[src/verilog/gpio_pin_pkg.sv]
// Purpose: Shared constants for the general purpose pin block
// Assumes: 8-bit register port with 8-bit register addresses
// Notes: Register offsets are byte addresses on the internal register port
package gpio_pin_pkg;

  localparam int unsigned ADDR_W = 8;
  localparam int unsigned DATA_W = 8;
  localparam int unsigned PIN_COUNT = 7;
  localparam int unsigned OPEN_DRAIN_PIN = 3;

  // Register offsets
  localparam logic [7:0] PIN_LEVEL_READBACK_ADDR = 8'h0E;
  localparam logic [7:0] PIN_INPUT_DISABLE_ADDR = 8'h0F;
  localparam logic [7:0] PIN_OUTPUT_CONFIG_BASE = 8'h10;
  localparam logic [7:0] PIN_OUTPUT_CONFIG_LAST = 8'h16;
  localparam logic [7:0] PIN_PULLDOWN_DISABLE_ADDR = 8'hBE;

  // Reset values
  localparam logic [7:0] INPUT_DISABLE_RESET = 8'h00;
  localparam logic [7:0] PULLDOWN_DISABLE_RESET = 8'h00;
  localparam logic [7:0] OUTPUT_CONFIG_RESET = 8'h00;
  localparam logic [7:0] READ_UNMAPPED = 8'h00;

  // Per-pin output configuration byte layout
  localparam int unsigned FUNC_SEL_HI = 7;
  localparam int unsigned FUNC_SEL_LO = 5;
  localparam int unsigned SRC_SEL_HI = 4;
  localparam int unsigned SRC_SEL_LO = 2;
  localparam int unsigned OUT_LEVEL_BIT = 1;
  localparam int unsigned OUT_ENABLE_BIT = 0;

  // Output source groups
  localparam logic [2:0] SRC_RX_PORT0 = 3'h0;
  localparam logic [2:0] SRC_RX_PORT1 = 3'h1;
  localparam logic [2:0] SRC_DEVICE_STATUS = 3'h4;

  // Function codes inside a receive port group
  localparam logic [2:0] FUNC_FWD_PIN0 = 3'h0;
  localparam logic [2:0] FUNC_FWD_PIN1 = 3'h1;
  localparam logic [2:0] FUNC_FWD_PIN2 = 3'h2;
  localparam logic [2:0] FUNC_FWD_PIN3 = 3'h3;
  localparam logic [2:0] FUNC_LOCK = 3'h4;
  localparam logic [2:0] FUNC_PASS = 3'h5;
  localparam logic [2:0] FUNC_FRAME_VALID = 3'h6;
  localparam logic [2:0] FUNC_LINE_VALID = 3'h7;

  // Function code inside the device status group
  localparam logic [2:0] FUNC_REG_LEVEL = 3'h0;

endpackage : gpio_pin_pkg

[src/verilog/gpio_pin_control.sv]
// Purpose: Seven general purpose pins with output source control, and input and pulldown control on all but pin 3
// Assumes: Register port runs on clock_i; pin levels arrive asynchronously
// Notes: Pin 3 is open drain and also carries the active-low device interrupt
module gpio_pin_control #(
  parameter int unsigned NUM_PINS = gpio_pin_pkg::PIN_COUNT,
  parameter int unsigned OD_PIN = gpio_pin_pkg::OPEN_DRAIN_PIN
) (
  input wire logic clock_i,
  input wire logic rst_n_i,
  // Internal register port from the serial control slave
  input wire logic [7:0] reg_addr_i,
  input wire logic reg_wr_i,
  input wire logic [7:0] reg_wdata_i,
  input wire logic reg_rd_i,
  output logic [7:0] reg_rdata_o,
  output logic reg_rvalid_o,
  // Receive port 0 status and forwarded remote pins
  input wire logic [3:0] rx0_fwd_pins_i,
  input wire logic rx0_lock_i,
  input wire logic rx0_pass_i,
  input wire logic rx0_frame_valid_i,
  input wire logic rx0_line_valid_signal_i,
  // Receive port 1 status and forwarded remote pins
  input wire logic [3:0] rx1_fwd_pins_i,
  input wire logic rx1_lock_i,
  input wire logic rx1_pass_i,
  input wire logic rx1_frame_valid_i,
  input wire logic rx1_line_valid_signal_i,
  // Device interrupt request, active high, shared onto pin 3
  input wire logic dev_irq_i,
  // Pad side
  input wire logic [NUM_PINS-1:0] pin_i,
  output logic [NUM_PINS-1:0] pin_o,
  output logic [NUM_PINS-1:0] pin_oe_o,
  output logic [NUM_PINS-1:0] pin_pulldown_en_o,
  output logic [NUM_PINS-1:0] pin_input_en_o,
  // Qualified input levels toward the back channel
  output logic [NUM_PINS-1:0] pin_in_level_o,
  // Level seen on the shared interrupt pin, active low
  output logic interrupt_pin_n_o
);

  // Refused at elaboration: the register map serves exactly seven pins
  if (NUM_PINS != gpio_pin_pkg::PIN_COUNT)
  begin : g_bad_count
    $error("NUM_PINS must equal the seven pins the register map serves");
  end
  if (OD_PIN >= NUM_PINS)
  begin : g_bad_od
    $error("OD_PIN must name one of the pins");
  end

  // Drive decision for one pin: bit 1 is drive enable, bit 0 is level
  function automatic logic [1:0] select_drive(
    input logic [7:0] cfg,
    input logic [7:0] rx0_vec,
    input logic [7:0] rx1_vec
  );
    logic [2:0] src;
    logic [2:0] func;
    logic [1:0] res;
    src = cfg[gpio_pin_pkg::SRC_SEL_HI:gpio_pin_pkg::SRC_SEL_LO];
    func = cfg[gpio_pin_pkg::FUNC_SEL_HI:gpio_pin_pkg::FUNC_SEL_LO];
    res = 2'b00;
    if (!cfg[gpio_pin_pkg::OUT_ENABLE_BIT])
    begin
      res = 2'b00;
    end
    else if (src == gpio_pin_pkg::SRC_RX_PORT0)
    begin
      res = {1'b1, rx0_vec[func]};
    end
    else if (src == gpio_pin_pkg::SRC_RX_PORT1)
    begin
      res = {1'b1, rx1_vec[func]};
    end
    else if (src == gpio_pin_pkg::SRC_DEVICE_STATUS && func == gpio_pin_pkg::FUNC_REG_LEVEL)
    begin
      res = {1'b1, cfg[gpio_pin_pkg::OUT_LEVEL_BIT]};
    end
    else
    begin
      // Other groups are not served here; keeping the pad off avoids garbage
      res = 2'b00;
    end
    return res;
  endfunction

  // Pin number addressed by a config register offset, or NUM_PINS if none
  function automatic int unsigned cfg_index(input logic [7:0] addr);
    int unsigned idx;
    idx = NUM_PINS;
    if (addr >= gpio_pin_pkg::PIN_OUTPUT_CONFIG_BASE &&
        addr <= gpio_pin_pkg::PIN_OUTPUT_CONFIG_LAST)
    begin
      idx = 32'(addr - gpio_pin_pkg::PIN_OUTPUT_CONFIG_BASE);
    end
    return idx;
  endfunction

  // Bits that exist for a pin-per-bit control register
  localparam logic [7:0] CTRL_MASK = 8'h7F & ~(8'h01 << OD_PIN);

  logic [NUM_PINS-1:0] pin_meta_q;
  logic [NUM_PINS-1:0] pin_sync_q;
  logic [7:0] input_disable_q;
  logic [7:0] pulldown_disable_q;
  logic [7:0] out_cfg_q [NUM_PINS];
  logic [NUM_PINS-1:0] drive_en_d;
  logic [NUM_PINS-1:0] drive_lvl_d;
  logic [NUM_PINS-1:0] pin_q;
  logic [NUM_PINS-1:0] pin_oe_q;
  logic [7:0] rx0_vec;
  logic [7:0] rx1_vec;
  logic [7:0] rdata_d;
  logic irq_q;

  // Function code order of each receive port group
  assign rx0_vec = {rx0_line_valid_signal_i, rx0_frame_valid_i, rx0_pass_i, rx0_lock_i,
                    rx0_fwd_pins_i};
  assign rx1_vec = {rx1_line_valid_signal_i, rx1_frame_valid_i, rx1_pass_i, rx1_lock_i,
                    rx1_fwd_pins_i};

  // Pad levels are asynchronous; two flops before anything reads them
  always_ff @(posedge clock_i or negedge rst_n_i)
  begin
    if (!rst_n_i)
    begin
      pin_meta_q <= '0;
      pin_sync_q <= '0;
    end
    else
    begin
      pin_meta_q <= pin_i;
      pin_sync_q <= pin_meta_q;
    end
  end

  // Input-disable register
  always_ff @(posedge clock_i or negedge rst_n_i)
  begin
    if (!rst_n_i)
    begin
      input_disable_q <= gpio_pin_pkg::INPUT_DISABLE_RESET;
    end
    else if (reg_wr_i && reg_addr_i == gpio_pin_pkg::PIN_INPUT_DISABLE_ADDR)
    begin
      input_disable_q <= reg_wdata_i & CTRL_MASK;
    end
  end

  // Pulldown-disable register
  always_ff @(posedge clock_i or negedge rst_n_i)
  begin
    if (!rst_n_i)
    begin
      pulldown_disable_q <= gpio_pin_pkg::PULLDOWN_DISABLE_RESET;
    end
    else if (reg_wr_i && reg_addr_i == gpio_pin_pkg::PIN_PULLDOWN_DISABLE_ADDR)
    begin
      pulldown_disable_q <= reg_wdata_i & CTRL_MASK;
    end
  end

  // Per-pin output configuration bytes and drive selection
  genvar g;
  generate
    for (g = 0; g < NUM_PINS; g++)
    begin : g_pin
      logic [1:0] sel;

      always_ff @(posedge clock_i or negedge rst_n_i)
      begin
        if (!rst_n_i)
        begin
          out_cfg_q[g] <= gpio_pin_pkg::OUTPUT_CONFIG_RESET;
        end
        else if (reg_wr_i && cfg_index(reg_addr_i) == g)
        begin
          out_cfg_q[g] <= reg_wdata_i;
        end
      end

      assign sel = select_drive(out_cfg_q[g], rx0_vec, rx1_vec);

      if (g == OD_PIN)
      begin : g_od
        // Open drain: pull low for the interrupt or a low selected level
        assign drive_en_d[g] = dev_irq_i || (sel[1] && !sel[0]);
        assign drive_lvl_d[g] = 1'b0;
        assign pin_pulldown_en_o[g] = 1'b0;
        assign pin_input_en_o[g] = 1'b1;
      end
      else
      begin : g_pp
        assign drive_en_d[g] = sel[1];
        assign drive_lvl_d[g] = sel[0];
        assign pin_pulldown_en_o[g] = !pulldown_disable_q[g];
        assign pin_input_en_o[g] = !input_disable_q[g];
      end
    end
  endgenerate

  // Pad drive is registered so the pad never sees decode glitches
  always_ff @(posedge clock_i or negedge rst_n_i)
  begin
    if (!rst_n_i)
    begin
      pin_q <= '0;
      pin_oe_q <= '0;
    end
    else
    begin
      pin_q <= drive_lvl_d;
      pin_oe_q <= drive_en_d;
    end
  end

  assign pin_o = pin_q;
  assign pin_oe_o = pin_oe_q;

  // Back channel sees a pin only while its input path is enabled
  always_ff @(posedge clock_i or negedge rst_n_i)
  begin
    if (!rst_n_i)
    begin
      pin_in_level_o <= '0;
    end
    else
    begin
      pin_in_level_o <= pin_sync_q & pin_input_en_o;
    end
  end

  // Shared interrupt pin level as seen on the pad
  always_ff @(posedge clock_i or negedge rst_n_i)
  begin
    if (!rst_n_i)
    begin
      irq_q <= 1'b1;
    end
    else
    begin
      irq_q <= pin_sync_q[OD_PIN];
    end
  end

  assign interrupt_pin_n_o = irq_q;

  // Register read decode
  always_comb
  begin
    rdata_d = gpio_pin_pkg::READ_UNMAPPED;
    if (reg_addr_i == gpio_pin_pkg::PIN_LEVEL_READBACK_ADDR)
    begin
      // Pad level regardless of direction or input enable
      rdata_d = 8'(pin_sync_q);
    end
    else if (reg_addr_i == gpio_pin_pkg::PIN_INPUT_DISABLE_ADDR)
    begin
      rdata_d = input_disable_q;
    end
    else if (reg_addr_i == gpio_pin_pkg::PIN_PULLDOWN_DISABLE_ADDR)
    begin
      rdata_d = pulldown_disable_q;
    end
    else if (cfg_index(reg_addr_i) < NUM_PINS)
    begin
      rdata_d = out_cfg_q[cfg_index(reg_addr_i)];
    end
    else
    begin
      rdata_d = gpio_pin_pkg::READ_UNMAPPED;
    end
  end

  // Read data registered one cycle after the strobe
  always_ff @(posedge clock_i or negedge rst_n_i)
  begin
    if (!rst_n_i)
    begin
      reg_rdata_o <= gpio_pin_pkg::READ_UNMAPPED;
      reg_rvalid_o <= 1'b0;
    end
    else
    begin
      reg_rvalid_o <= reg_rd_i;
      if (reg_rd_i)
      begin
        reg_rdata_o <= rdata_d;
      end
    end
  end

endmodule // gpio_pin_control

[config.mk]
export PLATFORM = sky130hd
export DESIGN_NAME = gpio_pin_control
export DESIGN_NICKNAME = d
export VERILOG_FILES = /design/src/verilog/gpio_pin_pkg.sv /design/src/verilog/gpio_pin_control.sv
export SDC_FILE = /design/constraint.sdc
export NUM_CORES = 1
export LEC_CHECK = 0
export ABC_CLOCK_PERIOD_IN_PS = 3850
export BUFFER_PORTS_ARGS = -buffer_cell sky130_fd_sc_hd__buf_4
export CORE_ASPECT_RATIO = 0.9
export CORE_UTILIZATION = 45
export DETAILED_ROUTE_END_ITERATION = 16
export GPL_TIMING_DRIVEN = 0
export PLACE_DENSITY = 0.68
export SYNTH_ARGS = -nofsm -noshare
export SYNTH_HDL_FRONTEND = slang
export SYNTH_SLANG_ARGS = --single-unit
[constraint.sdc]
create_clock -name clock_i -period 3.85 [get_ports clock_i]
set_input_delay 0.77 -clock clock_i [delete_from_list [all_inputs] [get_ports clock_i]]
set_output_delay 0.77 -clock clock_i [all_outputs]
set_load 0.05 [all_outputs]
After elaboration in Yosys (flattened, before gate mapping). Index checks and enable logic that the tools add are counted.

Register bits: 112. Bits in latches: 0. Bits in writable memories: 0. Bits in read-only memories: 0. Input bits: 44. Output and inout port bits: 45. Word-level logic and storage cells: 172. Memories kept: 0.

Add/sub/neg operators: 1. Multiply operators: 0. Div/mod/pow operators: 0. $lt $le $gt $ge: 11. Equality and inequality tests: 23. Shift operators: 0. Mux-type cells: 71. Bitwise gates (word level): 2. Reductions and logical operators: 47.

Operators with widths (number): 2-to-1 mux 32 bit (8); == test 32 x 3 -> 1 bit (second input constant) (3); == test 32 x 2 -> 1 bit (second input constant) (2); 2-to-1 mux 2 bit (28); 2-to-1 mux 8 bit (6); binary-select mux 1 bit (select 3 bit) (14); logical NOT 3 bit (14); >= comparator 33 x 4 -> 1 bit (second input constant) (1); inverter 32 -> 33 bit (1); == test 32 x 1 -> 1 bit (second input constant) (1); logical NOT 32 bit (1); < comparator 32 x 3 -> 1 bit (second input constant) (1); < comparator 3 x 4 -> 1 bit (second input constant) (7); binary-select mux 8 bit (select 3 bit) (1); == test 3 x 1 -> 1 bit (second input constant) (7); == test 3 bit (second input constant) (7); logical AND 1 bit (18); == test 8 x 4 -> 1 bit (second input constant) (2); 2-to-1 mux 1 bit (14); logical NOT 1 bit (13); subtractor 8 x 5 -> 9 bit (second input constant) (1); == test 8 bit (second input constant) (1); >= comparator 8 x 5 -> 1 bit (second input constant) (1); <= comparator 8 x 5 -> 1 bit (second input constant) (1); other kinds (2) (2).

Longest topological paths before layout.
Depth in word-level cells: 19. Depth in mapped cells: 8.

Worst setup path after synthesis. No wires, ideal clock.

Kind: input to register. Start point: input reg_addr_i[5]. End point: register out_cfg_q[40] (netlist name). Data arrival time: 2.387 ns. Path slack: 1.338 ns. Stages: 6. Path buffers: 0. Cell sequence: inv_1 -> ha_1 -> nand4_1 -> a21oi_4 -> nor4b_4 -> mux2_2.

Word-level cells in the longest chain between the ends: 5. Elaborated cells between the ends (all ways): 7. Those cells by class: add/sub (1); order compare (2); eq/ne (1); mux (1); reduce/logical (2).

RTL lines: from (decl) (line gpio_pin_control.sv:11) `input wire logic [7:0] reg_addr_i,`; >= comparator 8 x 5 -> 1 bit or <= comparator 8 x 5 -> 1 bit (tied branches) (line gpio_pin_control.sv:93, gpio_pin_control.sv:94); logical AND 1 bit (line gpio_pin_control.sv:93) `if (addr >= gpio_pin_pkg::PIN_OUTPUT_CONFIG_BASE &&`; 2-to-1 mux 32 bit * (line gpio_pin_control.sv:93); == test 32 x 1 -> 1 bit * (line gpio_pin_control.sv:178) `else if (reg_wr_i && cfg_index(reg_addr_i) == g)`; logical AND 1 bit * (line gpio_pin_control.sv:178); to (signal, indexed assignment) (line gpio_pin_control.sv:176) `out_cfg_q[g] <= gpio_pin_pkg::OUTPUT_CONFIG_RESET;`; to (signal, indexed assignment) (line gpio_pin_control.sv:180) `out_cfg_q[g] <= reg_wdata_i;`; to (decl) (line gpio_pin_control.sv:108) `logic [7:0] out_cfg_q [NUM_PINS];`.

Every way passes the cells marked *; elsewhere a longest branch is shown, timed or not. A chain may end at the register's enable or synchronous reset.

Worst setup path after layout.
Start point: input reg_addr_i[5]. End point: register out_cfg_q[41] (netlist name).

Same word-level chain as after synthesis.

==> results.txt <==
* Clock-pin slew on the worst setup and hold paths: 80 ps
* Synth Warn #: 0
- Clock latency reported for the late side of the worst-skew pair: 350 ps
* Share of flip-flops with an asynchronous set or reset: 100.0%
- Final Slew Violations: 0
* Via count of the first global-routing pass: 4243
- In the final timing run, aggregate negative setup slack is 0 ps.
- For this design the static power due to leakage is 3.157 nW.
* Cell type of the slowest stage on the worst timing path: sky130_fd_sc_hd__nor4b_4
- # clock sinks: 112
* Worst flop-to-flop path endpoint: pin_oe_o[3]
- Arr. time, crit path: 2860 ps
- Across the VDD grid, the largest voltage drop is 0.0002374 V.
- The routed layout has 4289 vias.
* Post-DP HPWL: 10.90 mm
- Clock tree synthesis selected as its root buffer the cell sky130_fd_sc_hd__clkbuf_16.
- The first global-routing pass estimated 23.85 mm of wire.
* Post-synthesis cell type count: 54
- The count of buffers added on input and output ports is 83.
- Maximum single-stage delay on the critical path: 610 ps
* Number of flip-flops and latches in the synthesized netlist: 112
- Once the floorplan was initialized, standard cells occupied 46.47% of the core.
- Final standard cell count with taps included and fillers excluded: 725
- For the final database, setup skew stands at 11.79 ps.
- In the routed design, unresolved DRC markers number 0.
- Remaining antenna violation count after routing: 0
* CTS HTree Levels: 3
* Setup repair after global routing missed its margin: no
- Entering global routing, the biggest net connects 113 pins.
- Summed instance area of the synthesized netlist: 0.005918 mm^2
- After floorplanning, the core was divided into 39 placement rows.
* Die boundary width: 122.9 um
- Compared with the post-synthesis result, the final layout area differs by 19.77%.
* # Max-Cap Violations: 0
* Post-place setup slack: 847.2 ps
- Die height: 110.8 um
- Launching point of the worst reg2reg path: out_cfg_q[30]
- The number of hold buffers added after CTS was 0.
- Summed over all layers, the global routing overflow is 0.
- Post-CTS setup buffer count: 0
- Dividing total power by cell area gives a power density of 361.5 mW/mm^2.
- Detailed-route vias per instance: 5.916
* Critical path type: in2reg
* Final clock period utilization by the worst path: 68.04%
* Highest attainable clock frequency: 0.3818 GHz
* Worst Setup Slack, final: 1231 ps
* Initial DRC Count: 390
* Pin slew with the least headroom to its limit: 742.1 ps
- Post-CTS repair changed the size of 0 cells.
- Number of setup violations in the final report: 0
* Cell count after synthesis: 460
* EDFF count, synth: 0
- The routed design has 15.08 mm of wire.
* Total clock buffers created by CTS: 9
- Critical-path maximum fanout: 9
- Net count, final: 604
* Worst r2r path cells: 6
- Measured against its own limit, the worst slew margin works out to 50.53%.
- The number of buffers and inverters on the critical path is 2.
- Die area: 0.01362 mm^2
- I/O Pins: 89
- Number of placed cells counting well taps: 708
- 0 antenna diodes ended up in the layout.
* Sequential element share of the synthesized area: 47.38%
* Internal reg-to-reg setup slack: 1740 ps
- Share of final-layout standard cells stronger than drive strength 1: 39.57%
- Among all flip-flop cells after synthesis, the most frequent one is sky130_fd_sc_hd__dfrtp_1.
- Req. time, crit path: 4090 ps
- Syn_area_per_cell: 12.87 um^2
- The min-delay analysis places its worst path in the category in2async.
* Detailed-route wire length per cell: 20.80 um
- In this run the standard cell core region covers 0.01274 mm^2.
- The flow ran to the end, and the final reports show no timing, DRC or antenna violations.
- CP top delay family: simple AND/OR/NAND/NOR gates
- Crit path capture type: register
- Drt pass-1 iters: 4
- Final hold violations: 0
- Clock tree from TritonCTS: built
- Period minus WS final: 2619 ps
- Last weighted congestion value of the routability-driven placer: 0.9016
- Global routing used 23.44% of the available tracks.
- STA classifies the critical path startpoint as an input pin.
* Buffer levels on the longest clock path: 2
- Walking the worst path, the cells encountered are buf_4 > inv_1 > ha_1 > nand4_1 > a21oi_4 > nor4b_4 > mux2_2.
* Number of antenna violations at the first check in global routing: 0
==> where the power goes <==
group	switching, W	internal, W	total [W]	leakage [nW]
Sequential	0.0000276	0.00121	0.00124	1.49
Combinational	0.000225	0.000141	0.000367	1.52
Clock	0.000438	0.000516	0.000954	0.150
==> through the flow <==
stage | utilization, % | hold slack [ps] | cell area (um^2) | total power (W)
6_report | 55.65 | 233.0 | 7088 | 0.002562
5_1_grt | 55.65 | 230.6 | 7088 | 0.002658
4_1_cts | 55.41 | 350.4 | 7057 | 0.002578
3_5_place_dp | 53.00 | 334.7 | 6750 | 0.001626
3_3_place_gp | 53.00 | 336.0 | 6750 | 0.001619
2_1_floorplan | - | 331.2 | 5922 | 0.001465
==> logic make-up (layout without fill, tap and decap cells) <==
group | count (synthesis) | in the layout | synth area share, %
AO/OA/AOI/OAI | 72 | 72 | 8.647
flip-flops | 112 | 112 | 47.38
other | 2 | 3 | 0.1269
multiplexers | 130 | 130 | 30.61
adder cells (fa/ha/maj) | 4 | 4 | 0.8457
buffers and inverters | 50 | 150 | 3.636
AND/OR/NAND/NOR | 90 | 90 | 8.753
==> synthesized netlist by cell type, types with 2 or more instances <==
master	number	area, um^2
sky130_fd_sc_hd__conb_1	2	7.510
sky130_fd_sc_hd__inv_1	18	67.56
sky130_fd_sc_hd__mux4_2	34	765.7
sky130_fd_sc_hd__ha_1	4	50.05
sky130_fd_sc_hd__o22ai_1	5	31.28
sky130_fd_sc_hd__nor2b_1	8	50.05
sky130_fd_sc_hd__buf_4	3	22.52
sky130_fd_sc_hd__nor2_1	22	82.58
sky130_fd_sc_hd__and3b_1	6	52.55
sky130_fd_sc_hd__a21boi_0	5	37.54
sky130_fd_sc_hd__nand2b_1	2	12.51
sky130_fd_sc_hd__and4_1	3	26.28
sky130_fd_sc_hd__nand4b_1	2	17.52
sky130_fd_sc_hd__o41ai_1	7	61.31
sky130_fd_sc_hd__buf_2	7	35.03
sky130_fd_sc_hd__a211oi_1	4	30.03
sky130_fd_sc_hd__o21ai_0	19	95.09
sky130_fd_sc_hd__nor3_1	7	35.03
sky130_fd_sc_hd__clkbuf_1	16	60.06
sky130_fd_sc_hd__a21oi_1	9	45.04
sky130_fd_sc_hd__and4b_1	2	20.02
sky130_fd_sc_hd__mux2i_1	28	280.3
sky130_fd_sc_hd__mux2_2	68	765.7
sky130_fd_sc_hd__nand4_1	2	12.51
sky130_fd_sc_hd__a2bb2oi_1	4	35.03
sky130_fd_sc_hd__dfrtp_1	111	2778
sky130_fd_sc_hd__a31oi_1	5	31.28
sky130_fd_sc_hd__o211ai_1	3	22.52
sky130_fd_sc_hd__and3_1	2	12.51
sky130_fd_sc_hd__buf_1	4	15.01
sky130_fd_sc_hd__nand2_1	25	93.84
==> cell type report <==
cell class	instances	area, um^2
clock inverters	6	77.57
repair buffers	84	654.4
flip-flops and latches	112	2804
fillers	1061	5648
multi-input cells	299	2903
plain buffers	31	143.9
well taps	164	205.2
inverters	19	71.32
clock buffers	10	229.0
==> layout by cell type, fill, tap and decap left out, drive strengths merged, types with 2 or more instances in the layout <==
cell type	instances
and4	3
a2111oi	2
o211ai	3
mux2	68
conb	3
nand2	25
nor4b	2
mux4	34
nor3	7
inv	21
ha	4
a21boi	5
nand2b	2
nand4b	3
a21oi	10
a211oi	4
o21ai	20
clkinv	3
nor2b	9
and3	2
a2bb2oi	4
a31oi	5
buf	99
nand4	2
and4b	2
dfrtp	111
clkbuf	26
o41ai	7
mux2i	28
o22ai	5
and3b	6
nor2	22
==> metal layers <==
metal	part of all wire [%]	global-route usage [%]	vias to the layer above
met5	0	0	-
met4	1.8	6.504	0
met3	6.8	3.858	22
met2	48	35.62	175
met1	44	34.56	2179
li1	-	-	1913
==> sequential cells by signal (all words and copies together), names as in the netlist <==
name                cells
pin_in_level_o          7
pin_sync_q              7
pin_o                   6
pin_meta_q              7
reg_rdata_o             8
pulldown_disable_q      6
out_cfg_q              56
input_disable_q         6
interrupt_pin_n_o       1
reg_rvalid_o            1
pin_oe_o                7
==> worst max-delay path by stage <==
stage          slack (ps)           from       endpoint  cells after the start
2_1_floorplan        1340  reg_addr_i[5]  out_cfg_q[40]                      6
3_3_place_gp          940  reg_addr_i[5]  out_cfg_q[47]                      7
3_5_place_dp          850  reg_addr_i[5]  out_cfg_q[42]                      7
4_1_cts              1220  reg_addr_i[5]  out_cfg_q[42]                      7
5_1_grt              1090  reg_addr_i[5]  out_cfg_q[42]                      7
6_report             1230  reg_addr_i[5]  out_cfg_q[41]                      7
(Power assumes the default switching activity.)
